==> config.mk <==
export PLATFORM = sky130hd
export DESIGN_NAME = dipc_top
export DESIGN_NICKNAME = d
export VERILOG_FILES = /design/src/hdl/dipc_pkg.sv /design/src/hdl/dipc_doze_div.sv /design/src/hdl/dipc_top.sv
export SDC_FILE = /design/constraint.sdc
export NUM_CORES = 1
export LEC_CHECK = 0
export ABC_AREA = 1
export BUFFER_PORTS_ARGS = -buffer_cell sky130_fd_sc_hd__buf_2
export CORE_MARGIN = 10
export CORE_UTILIZATION = 35
export CTS_CLUSTER_SIZE = 10
export DETAILED_ROUTE_END_ITERATION = 6
export GPL_ROUTABILITY_DRIVEN = 0
export PLACE_DENSITY_LB_ADDON = 0.2
export SYNTH_ARGS = -nofsm -noshare
export SYNTH_HDL_FRONTEND = slang
export SYNTH_SLANG_ARGS = --single-unit
==> constraint.sdc <==
create_clock -name mclk -period 2.3 [get_ports mclk]
set_input_delay 0.115 -clock mclk [delete_from_list [all_inputs] [get_ports mclk]]
set_output_delay 0.115 -clock mclk [all_outputs]
set_load 0.03 [all_outputs]
==> src/hdl/dipc_pkg.sv <==
package dipc_pkg;
	// Register indices on the plain register port
	localparam logic [3:0] DIPC_ADDR_REG_CTRL = 4'h0;
	localparam logic [3:0] DIPC_ADDR_DOZE_IDLE = 4'h1;
	localparam logic [3:0] DIPC_ADDR_STATUS = 4'h2;
	// Regulator control field positions
	localparam int DIPC_REG_LP_BIT = 1;
	localparam int DIPC_REG_ONE_BIT = 0;
	// Doze and idle field positions
	localparam int DIPC_IDLE_BIT = 7;
	localparam int DIPC_DOZE_BIT = 6;
	localparam int DIPC_RECOVER_BIT = 5;
	localparam int DIPC_RETURN_BIT = 4;
	localparam int DIPC_RATIO_LSB = 0;
	// Reset values
	localparam logic [7:0] DIPC_REG_CTRL_RST = 8'h01;
	localparam logic [7:0] DIPC_DOZE_IDLE_RST = 8'h00;
	// Stabilisation wait after low-power sleep, in ns
	localparam int DIPC_LP_WAKE_NS = 10000;
	localparam int DIPC_CLK_NS = 5;
	localparam int DIPC_LP_WAKE_CYC = (DIPC_LP_WAKE_NS + DIPC_CLK_NS - 1) / DIPC_CLK_NS;
	// Last system-clock phase of the four-clock peripheral instruction cycle
	localparam logic [1:0] DIPC_PHASE_LAST = 2'h3;

	typedef enum logic [1:0] {
		DIPC_RUN = 2'b00,
		DIPC_IDLE = 2'b01,
		DIPC_SLEEP = 2'b11,
		DIPC_WAKE = 2'b10
	} dipc_state_t;

	typedef struct packed {
		logic idle_select;
		logic doze_active;
		logic recover_on_irq;
		logic doze_on_return;
		logic [2:0] ratio;
	} dipc_ctrl_t;

	typedef struct packed {
		logic sleep_op;
		logic irq_pending;
		logic irq_entry;
		logic return_from_irq_op;
		logic wdt_timeout;
		logic in_circuit_debug_entry;
	} dipc_evt_t;
endpackage

==> src/hdl/dipc_doze_div.sv <==
`timescale 1ns/1ps
`default_nettype none
module dipc_doze_div (
	input wire logic mclk,
	input wire logic rst,
	input wire logic periph_tick,
	input wire logic doze_on,
	input wire logic [2:0] ratio,
	output logic cycle_en
);
	logic [7:0] cnt_q;
	logic [7:0] limit;

	// Ratio code n selects one CPU cycle per 2^(n+1) peripheral cycles
	assign limit = 8'((9'h002 << ratio) - 9'h001);

	always_ff @(posedge mclk) begin
		if (rst || !doze_on) begin
			cnt_q <= 8'h00;
		end else if (periph_tick) begin
			cnt_q <= (cnt_q >= limit) ? 8'h00 : cnt_q + 8'h01;
		end
	end

	assign cycle_en = periph_tick && (!doze_on || cnt_q == 8'h00);
endmodule
`default_nettype wire

==> src/hdl/dipc_top.sv <==
`timescale 1ns/1ps
`default_nettype none
// Summary of operation
// - Regulator low-power select set puts regulator and reference into low power in Sleep.
// - Regulator low-power select clear keeps the regulator in normal mode in Sleep.
// - Bits 7 to 2 of the regulator control register read as zero.
// - Bit 0 of the regulator control register reads as one and software keeps it set.
// - With idle select set, the sleep instruction stops only the CPU clock.
// - With idle select clear, the sleep instruction enters full Sleep.
// - Doze active runs the CPU at the doze ratio, otherwise every cycle runs.
// - Recover on interrupt clears doze active at interrupt entry.
// - Doze on return sets doze active on the return-from-interrupt instruction.
// - The three-bit ratio code selects 1:2 up to 1:256 in powers of two.
// - Debug entry forces full speed without altering the stored doze active bit.
// - Bit 3 of the doze and idle register reads as zero.
// - Any interrupt ends Idle regardless of global enable and idle select is kept.
// - A watchdog timeout in Idle wakes the device instead of resetting it.
// - Waking from low-power Sleep inserts an extra stabilisation delay.
module dipc_top #(
	parameter int LP_WAKE_CYC = dipc_pkg::DIPC_LP_WAKE_CYC
) (
	input wire logic mclk,
	input wire logic rst,
	input wire logic por_rst,
	input wire logic [3:0] reg_addr,
	input wire logic [7:0] reg_wdata,
	input wire logic reg_wr,
	input wire logic reg_rd,
	output logic [7:0] reg_rdata,
	input wire dipc_pkg::dipc_evt_t evt,
	output logic cpu_clk_en,
	output logic cpu_cycle_en,
	output logic periph_clk_en,
	output logic regulator_low_power,
	output logic wdt_reset_block,
	output logic wake_pulse
);
	import dipc_pkg::*;

	dipc_state_t state_q;
	dipc_ctrl_t ctrl_q;
	logic reg_lp_q;
	logic [1:0] phase_q;
	logic [15:0] wait_q;
	logic periph_tick;
	logic div_en;
	logic debug_q;
	logic [7:0] rdata_d;
	logic wake_q;
	logic idle_sel_q;
	logic doze_act_q;
	logic recover_q;
	logic doze_ret_q;
	logic [2:0] ratio_q;

	// One flop per field keeps every bit under a single process
	assign ctrl_q = {idle_sel_q, doze_act_q, recover_q, doze_ret_q, ratio_q};

	// Rule 17 form: por_rst clears all, rst clears all but idle select
	always_ff @(posedge mclk) begin
		if (por_rst) begin
			idle_sel_q <= DIPC_DOZE_IDLE_RST[DIPC_IDLE_BIT];
		end else if (reg_wr && reg_addr == DIPC_ADDR_DOZE_IDLE) begin
			idle_sel_q <= reg_wdata[DIPC_IDLE_BIT];
		end
	end

	always_ff @(posedge mclk) begin
		if (por_rst || rst) begin
			recover_q <= DIPC_DOZE_IDLE_RST[DIPC_RECOVER_BIT];
			doze_ret_q <= DIPC_DOZE_IDLE_RST[DIPC_RETURN_BIT];
			ratio_q <= DIPC_DOZE_IDLE_RST[DIPC_RATIO_LSB +: 3];
			reg_lp_q <= DIPC_REG_CTRL_RST[DIPC_REG_LP_BIT];
		end else if (reg_wr) begin
			if (reg_addr == DIPC_ADDR_DOZE_IDLE) begin
				recover_q <= reg_wdata[DIPC_RECOVER_BIT];
				doze_ret_q <= reg_wdata[DIPC_RETURN_BIT];
				ratio_q <= reg_wdata[DIPC_RATIO_LSB +: 3];
			end
			if (reg_addr == DIPC_ADDR_REG_CTRL) begin
				reg_lp_q <= reg_wdata[DIPC_REG_LP_BIT];
			end
		end
	end

	// Hardware set/clear beats a same-cycle software write
	always_ff @(posedge mclk) begin
		if (por_rst || rst) begin
			doze_act_q <= DIPC_DOZE_IDLE_RST[DIPC_DOZE_BIT];
		end else if (evt.return_from_irq_op && doze_ret_q) begin
			doze_act_q <= 1'b1;
		end else if (evt.irq_entry && recover_q) begin
			doze_act_q <= 1'b0;
		end else if (reg_wr && reg_addr == DIPC_ADDR_DOZE_IDLE) begin
			doze_act_q <= reg_wdata[DIPC_DOZE_BIT];
		end
	end

	always_ff @(posedge mclk) begin
		if (por_rst || rst) begin
			debug_q <= 1'b0;
		end else if (evt.in_circuit_debug_entry) begin
			debug_q <= 1'b1;
		end
	end

	// Power state sequencing
	always_ff @(posedge mclk) begin
		if (por_rst || rst) begin
			state_q <= DIPC_RUN;
			wait_q <= 16'h0000;
		end else begin
			case (state_q)
				DIPC_RUN: begin
					if (evt.sleep_op && !evt.irq_pending) begin
						state_q <= ctrl_q.idle_select ? DIPC_IDLE : DIPC_SLEEP;
					end
				end
				DIPC_IDLE: begin
					if (evt.irq_pending || evt.wdt_timeout) begin
						state_q <= DIPC_RUN;
					end
				end
				DIPC_SLEEP: begin
					if (evt.irq_pending || evt.wdt_timeout) begin
						if (reg_lp_q) begin
							state_q <= DIPC_WAKE;
							wait_q <= 16'(LP_WAKE_CYC - 1);
						end else begin
							state_q <= DIPC_RUN;
						end
					end
				end
				DIPC_WAKE: begin
					if (wait_q == 16'h0000) begin
						state_q <= DIPC_RUN;
					end else begin
						wait_q <= wait_q - 16'h0001;
					end
				end
				default: begin
					state_q <= DIPC_RUN;
				end
			endcase
		end
	end

	always_ff @(posedge mclk) begin
		if (por_rst || rst) begin
			wake_q <= 1'b0;
		end else begin
			wake_q <= (state_q == DIPC_IDLE && (evt.irq_pending || evt.wdt_timeout)) ||
				(state_q == DIPC_WAKE && wait_q == 16'h0000) ||
				(state_q == DIPC_SLEEP && !reg_lp_q && (evt.irq_pending || evt.wdt_timeout));
		end
	end
	assign wake_pulse = wake_q;

	// Peripheral instruction cycle is four system clocks
	always_ff @(posedge mclk) begin
		if (por_rst || rst) begin
			phase_q <= 2'h0;
		end else begin
			phase_q <= phase_q + 2'h1;
		end
	end
	assign periph_tick = (phase_q == DIPC_PHASE_LAST) && (state_q == DIPC_RUN);

	dipc_doze_div u_div (
		.mclk(mclk),
		.rst(por_rst || rst),
		.periph_tick(periph_tick),
		.doze_on(ctrl_q.doze_active && !debug_q),
		.ratio(ctrl_q.ratio),
		.cycle_en(div_en)
	);
	assign cpu_cycle_en = div_en;
	assign cpu_clk_en = (state_q == DIPC_RUN);
	assign periph_clk_en = (state_q != DIPC_SLEEP) && (state_q != DIPC_WAKE);
	assign regulator_low_power = reg_lp_q && (state_q == DIPC_SLEEP);
	// Timeout while idle becomes a wake, never a reset
	assign wdt_reset_block = (state_q == DIPC_IDLE);

	always_comb begin
		rdata_d = 8'h00;
		case (reg_addr)
			DIPC_ADDR_REG_CTRL: begin
				rdata_d[DIPC_REG_ONE_BIT] = 1'b1;
				rdata_d[DIPC_REG_LP_BIT] = reg_lp_q;
			end
			DIPC_ADDR_DOZE_IDLE: begin
				rdata_d[DIPC_IDLE_BIT] = ctrl_q.idle_select;
				rdata_d[DIPC_DOZE_BIT] = ctrl_q.doze_active;
				rdata_d[DIPC_RECOVER_BIT] = ctrl_q.recover_on_irq;
				rdata_d[DIPC_RETURN_BIT] = ctrl_q.doze_on_return;
				rdata_d[DIPC_RATIO_LSB +: 3] = ctrl_q.ratio;
			end
			DIPC_ADDR_STATUS: begin
				rdata_d = {5'h00, debug_q, state_q};
			end
			default: begin
				rdata_d = 8'h00;
			end
		endcase
	end

	always_ff @(posedge mclk) begin
		if (por_rst || rst) begin
			reg_rdata <= 8'h00;
		end else begin
			reg_rdata <= reg_rd ? rdata_d : 8'h00;
		end
	end
endmodule
`default_nettype wire
After elaboration in Yosys (flattened, before gate mapping) --
Index checks and enable logic that the tools add are counted.
Word-level totals: output and inout bits 14, latch bits 0, bits in writable memories 0, memories kept 0, word-level logic and storage cells 89, memory bits (read-only) 0, bits in registers 46, input port bits 23
Operators by class: muxes and demuxes 17, shift operators 1, reductions and logical operators 35, $mul 0, equality and inequality tests 14, order comparisons 1, add/subtract/negate cells 4, divide/modulo/power cells 0, bitwise gates (word level) 2
Operator list (count):
- $mux 16 | 3
- $pmux 16 s2 | 1
- $logic_not 16->1 | 1
- $sub 16x1->16 const B | 1
- $logic_and 1x1->1 | 13
- $mux 2 | 6
- $ne 2x2->1 const B | 6
- $add 8x1->8 const B | 1
- $ge 8x8->1 | 1
- $logic_not 8->1 | 1
- $mux 8 | 1
- $pmux 2 s4 | 1
- $reduce_and 4->1 | 2
- $shl 2x3->8 const A | 1
- $sub 8x1->8 const B | 1
- $eq 2x2->1 const B | 3
- $logic_or 1x1->1 | 6
- $pmux 2 s3 | 1
- $eq 4x1->1 const B | 1
- $eq 4x2->1 const B | 1
- $logic_not 1->1 | 4
- $logic_not 4->1 | 1
- $ne 2x1->1 const B | 2
- $reduce_and 2->1 | 2
- 10 further kinds | 13

Logic depth before layout (Yosys ltp) --
word-level depth 5, mapped depth 14, mapped depth without buffers 14

By module --
A second synthesis with hierarchy kept.
Second synthesis, totals: cells, all modules 389, area total of the unflattened synthesis 2618.8 µm²
By module, submodules not included:
- dipc_top | sequential area each 740.7 µm², cells each 286, area an instance 1919.3 µm², times used 1
- dipc_doze_div | sequential area each 160.2 µm², cells each 103, area an instance 699.4 µm², times used 1

Worst setup path after synthesis --
No wires, ideal clock.
path type register to register, from register ratio_q[0], to register u_div.cnt_q[5], arrival time 2.090 ns, data required time 2.169 ns, clock period less this slack 2.222 ns, setup slack 0.078 ns, setup time 0.131 ns, path buffers 0, cell stages (with the launch flop) 14, path through dfxtp_1 > nor2_1 > inv_1 > nor2_1 > inv_1 > ha_1 > nor4_1 > a21oi_1 > ha_1 > nand2_1 > o21ai_0 > a21oi_1 > o21bai_1 > nor2_1
On the way: cells in the longest elaborated chain, start to end 4
RTL lines:
- from (decl) | line dipc_top.sv:54 | logic [2:0] ratio_q;
- from (signal assigned) | line dipc_top.sv:72 | ratio_q <= DIPC_DOZE_IDLE_RST[DIPC_RATIO_LSB +: 3];
- from (signal assigned) | line dipc_top.sv:78 | ratio_q <= reg_wdata[DIPC_RATIO_LSB +: 3];
- $shl 2x3->8 | line dipc_doze_div.sv:15 | assign limit = 8'((9'h002 << ratio) - 9'h001);
- $sub 8x1->8 | line dipc_doze_div.sv:15
- $ge 8x8->1 | line dipc_doze_div.sv:21 | cnt_q <= (cnt_q >= limit) ? 8'h00 : cnt_q + 8'h01;
- $mux 8 | line dipc_doze_div.sv:21
- to (signal assigned) | line dipc_doze_div.sv:21
- to (decl) | line dipc_doze_div.sv:11 | logic [7:0] cnt_q;
No other way between the ends. A chain may end at the register's enable or synchronous reset.

Worst setup path after layout --
from register ratio_q[0], to register u_div.cnt_q[1]
The elaborated chain is that of the path after synthesis.

==> flow_summary_export.csv <==
group,metric,value,unit
setup_path,timing_worst_setup_path_type,"reg2reg",
global_routing,grt_first_pass_wirelength,10700,um
logic_synthesis,synthesis.nets,419,
pwr,pwr_density_cell,473,nW/um^2
clock_network,clock_tree_from_tritoncts,"yes",
sta,final_max_slew_viol_count,0,
floorplan,design.portCount,37,
global_routing,number_of_global_route_vias_before_repair,2279,
placed_design,placed_cell_area,2900,um^2
floorplan,fp-row-count,31,
setup_path,critPathRequiredTime,2.53,ns
logic_synthesis,yosys.cell_types.count,36,
logic_synthesis,post_synth_instance_area,2590,um^2
floorplan,initial_core_util,0.359,
logic_synthesis,avgSynthCellArea,6.74,um^2
sta,achievable-frequency,458,MHz
detailed_routing,viasPerCell,4.64,
global_routing,pin_count_of_the_biggest_net_entering_global_routing,23,
sta,final.setup.worst_slack,0.119,ns
setup_path,r2r_cells,14,
clock_network,clk_pin_slew_worst_paths,0.08,ns
detailed_routing,post_drt_wl_per_cell,11.8,um
global_routing,overflow,0,
sta,skew,0.00642,ns
floorplan,die-area,11200,um^2
final_layout,nets,470,
pwr,post-layout-total-power,1500,uW
logic_synthesis,synthCells,384,
sta,finalWorstPathRequiredPeriod,2.18,ns
global_routing,overall_routing_resource_usage,0.112,
clock_network,root_buffer,"sky130_fd_sc_hd__clkbuf_8",
logic_synthesis,synth.yosys.warnings,0,
logic_synthesis,seq_area_frac_synth,0.348,
min_path,worstHoldEndpoint,"debug_q$_SDFFE_PP0P_",
floorplan,die-height,106,um
placed_design,place_ws,-0.200,ns
floorplan,core_region_area,7210,um^2
detailed_routing,postRouteWirelength,6300,um
floorplan,die_w,106,um
sta,setup_violators_final,0,
min_path,worst_hold_startpoint,"evt[0]",
setup_path,path_max_fanout,7,
logic_synthesis,netlist.top_cell.by_area,"sky130_fd_sc_hd__dfxtp_1",
pwr,irDropWorstVdd,0.000298,V
placed_design,dp.final_hpwl,4630,um
detailed_routing,drt_iter0_markers,145,
logic_synthesis,postSynth.asyncResetShare,0,
pwr,leakage_power,0.00138,uW
final_layout,area_growth_syn_to_layout,22.4,%
sta,post-route-period-util,0.948,
logic_synthesis,yosysTopAreaCellShare,0.348,
final_layout,antenna_diode_count,0,
logic_synthesis,yosys.cell_count.top_type,"sky130_fd_sc_hd__nand2_1",
logic_synthesis,synth_enable_flop_cells,0,
clock_network,cts_buffers,5,
min_path,hold-path-cell-count,3,
logic_synthesis,synthFlopType,"sky130_fd_sc_hd__dfxtp_1",
clock_network,max-clock-path-buffers,2,
clock_network,clkLatencyLatePin,0.29,ns
detailed_routing,dr_total_vias,2485,
detailed_routing,first_pass_iters,4,
global_routing,antenna_violations_before_repair,0,
logic_synthesis,cells_taking_the_most_area_after_synthesis,"sky130_fd_sc_hd__dfxtp_1 (35%), sky130_fd_sc_hd__nand2_1 (12%), sky130_fd_sc_hd__nor2_1 (10%)",
setup_path,regToRegStartpoint,"ratio_q[0]$_SDFFE_PP0P_",
run_status,outcome,"completed",
detailed_routing,route.detailed.drc,0,
setup_path,timing.critical_path.arrival,2.41,ns
placed_design,io_buffers,34,
logic_synthesis,synthTopCellsByCount,"sky130_fd_sc_hd__nand2_1 (83), sky130_fd_sc_hd__nor2_1 (70), sky130_fd_sc_hd__inv_1 (47)",
clock_network,h-tree-depth,2,
setup_path,critical_path.reg2reg.endpoint,"u_div.cnt_q[1]$_SDFFE_PP0P_",
setup_path,critical_path.startpoint_type,"register",
detailed_routing,antenna_left,0,
job,max-cap-violations,0,
logic_synthesis,postSynthRegisterBits,45,
final_layout,design_area,3170,um^2
min_path,worstHoldPathType,"in2reg",
final_layout,fraction_of_layout_cells_with_a_size_suffix_above_1,0.232,
setup_path,critPathCaptureType,"register",
clock_network,cts_sinks,45,
setup_path,rrSetupSlack,0.12,ns
sta,hold_viol,0,
sta,setup_tns,0,ns
-- per-layer routing --
layer	part of all wire	GRT usage	vias up
li1	-	-	1325
met1	0.47	0.142	1125
met2	0.48	0.185	33
met3	0.040	0.0284	2
met4	0.0038	0.0290	0
met5	0	0	-
-- final cells by class --
| class | instances | area (um^2) |
|---|---|---|
| Fill cell | 774 | 4050 |
| Multi-Input combinational cell | 283 | 1540 |
| Sequential cell | 45 | 905 |
| Timing Repair Buffer | 51 | 304 |
| Inverter | 49 | 184 |
| Tap cell | 99 | 124 |
| Clock buffer | 7 | 86.3 |
| Clock inverter | 1 | 30.0 |
-- report_power, final --
part           switching [uW]  total [uW]  leakage, uW  internal [uW]
Clock                     265         619    0.0000585            354
Combinational            55.0        91.7     0.000955           36.7
Sequential               4.14         788     0.000365            784
-- critical path, stage by stage (launching register included) --
cell and delay [ns]:
sky130_fd_sc_hd__dfxtp_2 0.34, sky130_fd_sc_hd__nor2_4 0.12, sky130_fd_sc_hd__inv_2 0.06, sky130_fd_sc_hd__nor2_4 0.12
sky130_fd_sc_hd__inv_2 0.04, sky130_fd_sc_hd__ha_2 0.18, sky130_fd_sc_hd__inv_2 0.08, sky130_fd_sc_hd__a21oi_4 0.04
sky130_fd_sc_hd__xor2_1 0.16, sky130_fd_sc_hd__ha_1 0.31, sky130_fd_sc_hd__a21oi_2 0.15, sky130_fd_sc_hd__o21ai_1 0.09
sky130_fd_sc_hd__a21oi_2 0.18, sky130_fd_sc_hd__o21bai_4 0.12, sky130_fd_sc_hd__a21oi_1 0.13
-- per-stage QoR --
stage	hold slack [ns]	instances	utilization
after floorplan	0.193	384	-
after global placement	0.301	517	0.401
after detailed placement	0.301	517	0.401
after CTS	0.0526	536	0.431
after global routing	0.0602	535	0.439
final	0.0536	535	0.439
-- state kept, by name, indices dropped and copies added, names as in the netlist --
name	flops
u_div.cnt_q	8
idle_sel_q	1
phase_q	2
doze_act_q	1
wait_q	16
ratio_q	3
recover_q	1
reg_lp_q	1
wake_pulse	1
doze_ret_q	1
reg_rdata	7
debug_q	1
state_q	2
-- worst max path at each step --
stage,start,endpoint,slack (ns),cells past startpoint
global placement,ratio_q[0]$_SDFFE_PP0P_,u_div.cnt_q[5]$_SDFFE_PP0P_,-0.15,13
floorplan,ratio_q[0]$_SDFFE_PP0P_,u_div.cnt_q[5]$_SDFFE_PP0P_,0.08,13
global route,ratio_q[0]$_SDFFE_PP0P_,u_div.cnt_q[1]$_SDFFE_PP0P_,-0.05,14
CTS,ratio_q[1]$_SDFFE_PP0P_,u_div.cnt_q[1]$_SDFFE_PP0P_,0.004,14
detailed placement,ratio_q[0]$_SDFFE_PP0P_,u_div.cnt_q[0]$_SDFFE_PP0P_,-0.20,13
finish,ratio_q[0]$_SDFFE_PP0P_,u_div.cnt_q[1]$_SDFFE_PP0P_,0.12,14
-- placed cells by master (no fill, tap or decap), types with 10 or more instances in the layout --
master and n:
sky130_fd_sc_hd__a21oi_1 18, sky130_fd_sc_hd__a21oi_2 11, sky130_fd_sc_hd__buf_2 34, sky130_fd_sc_hd__buf_4 15
sky130_fd_sc_hd__dfxtp_1 42, sky130_fd_sc_hd__ha_1 10, sky130_fd_sc_hd__inv_1 44, sky130_fd_sc_hd__nand2_1 83
sky130_fd_sc_hd__nand3_1 29, sky130_fd_sc_hd__nor2_1 66, sky130_fd_sc_hd__o21ai_0 10
-- kinds of logic (layout without fill, tap and decap cells) --
family / count (synthesis) / in the layout / synth area share
compound gates: 50 / 50 / 0.120
other cells: 1 / 1 / 0.00145
simple gates: 211 / 211 / 0.356
fa+ha+maj: 12 / 12 / 0.0580
xor+xnor: 9 / 9 / 0.0305
flops: 45 / 45 / 0.348
buf+inv: 56 / 108 / 0.0865
-- what timing repair did --
| item | in CTS | in global routing |
|---|---|---|
| hold buffers | 1 | 0 |
| endpoints found under the setup margin | 7 | 8 |
| hold endpoints to repair | 1 | 0 |
| buffers inserted | 10 | 0 |
| pin swaps | 4 | 9 |
| resized for setup | 5 | 19 |
(Power assumes the default switching activity.)
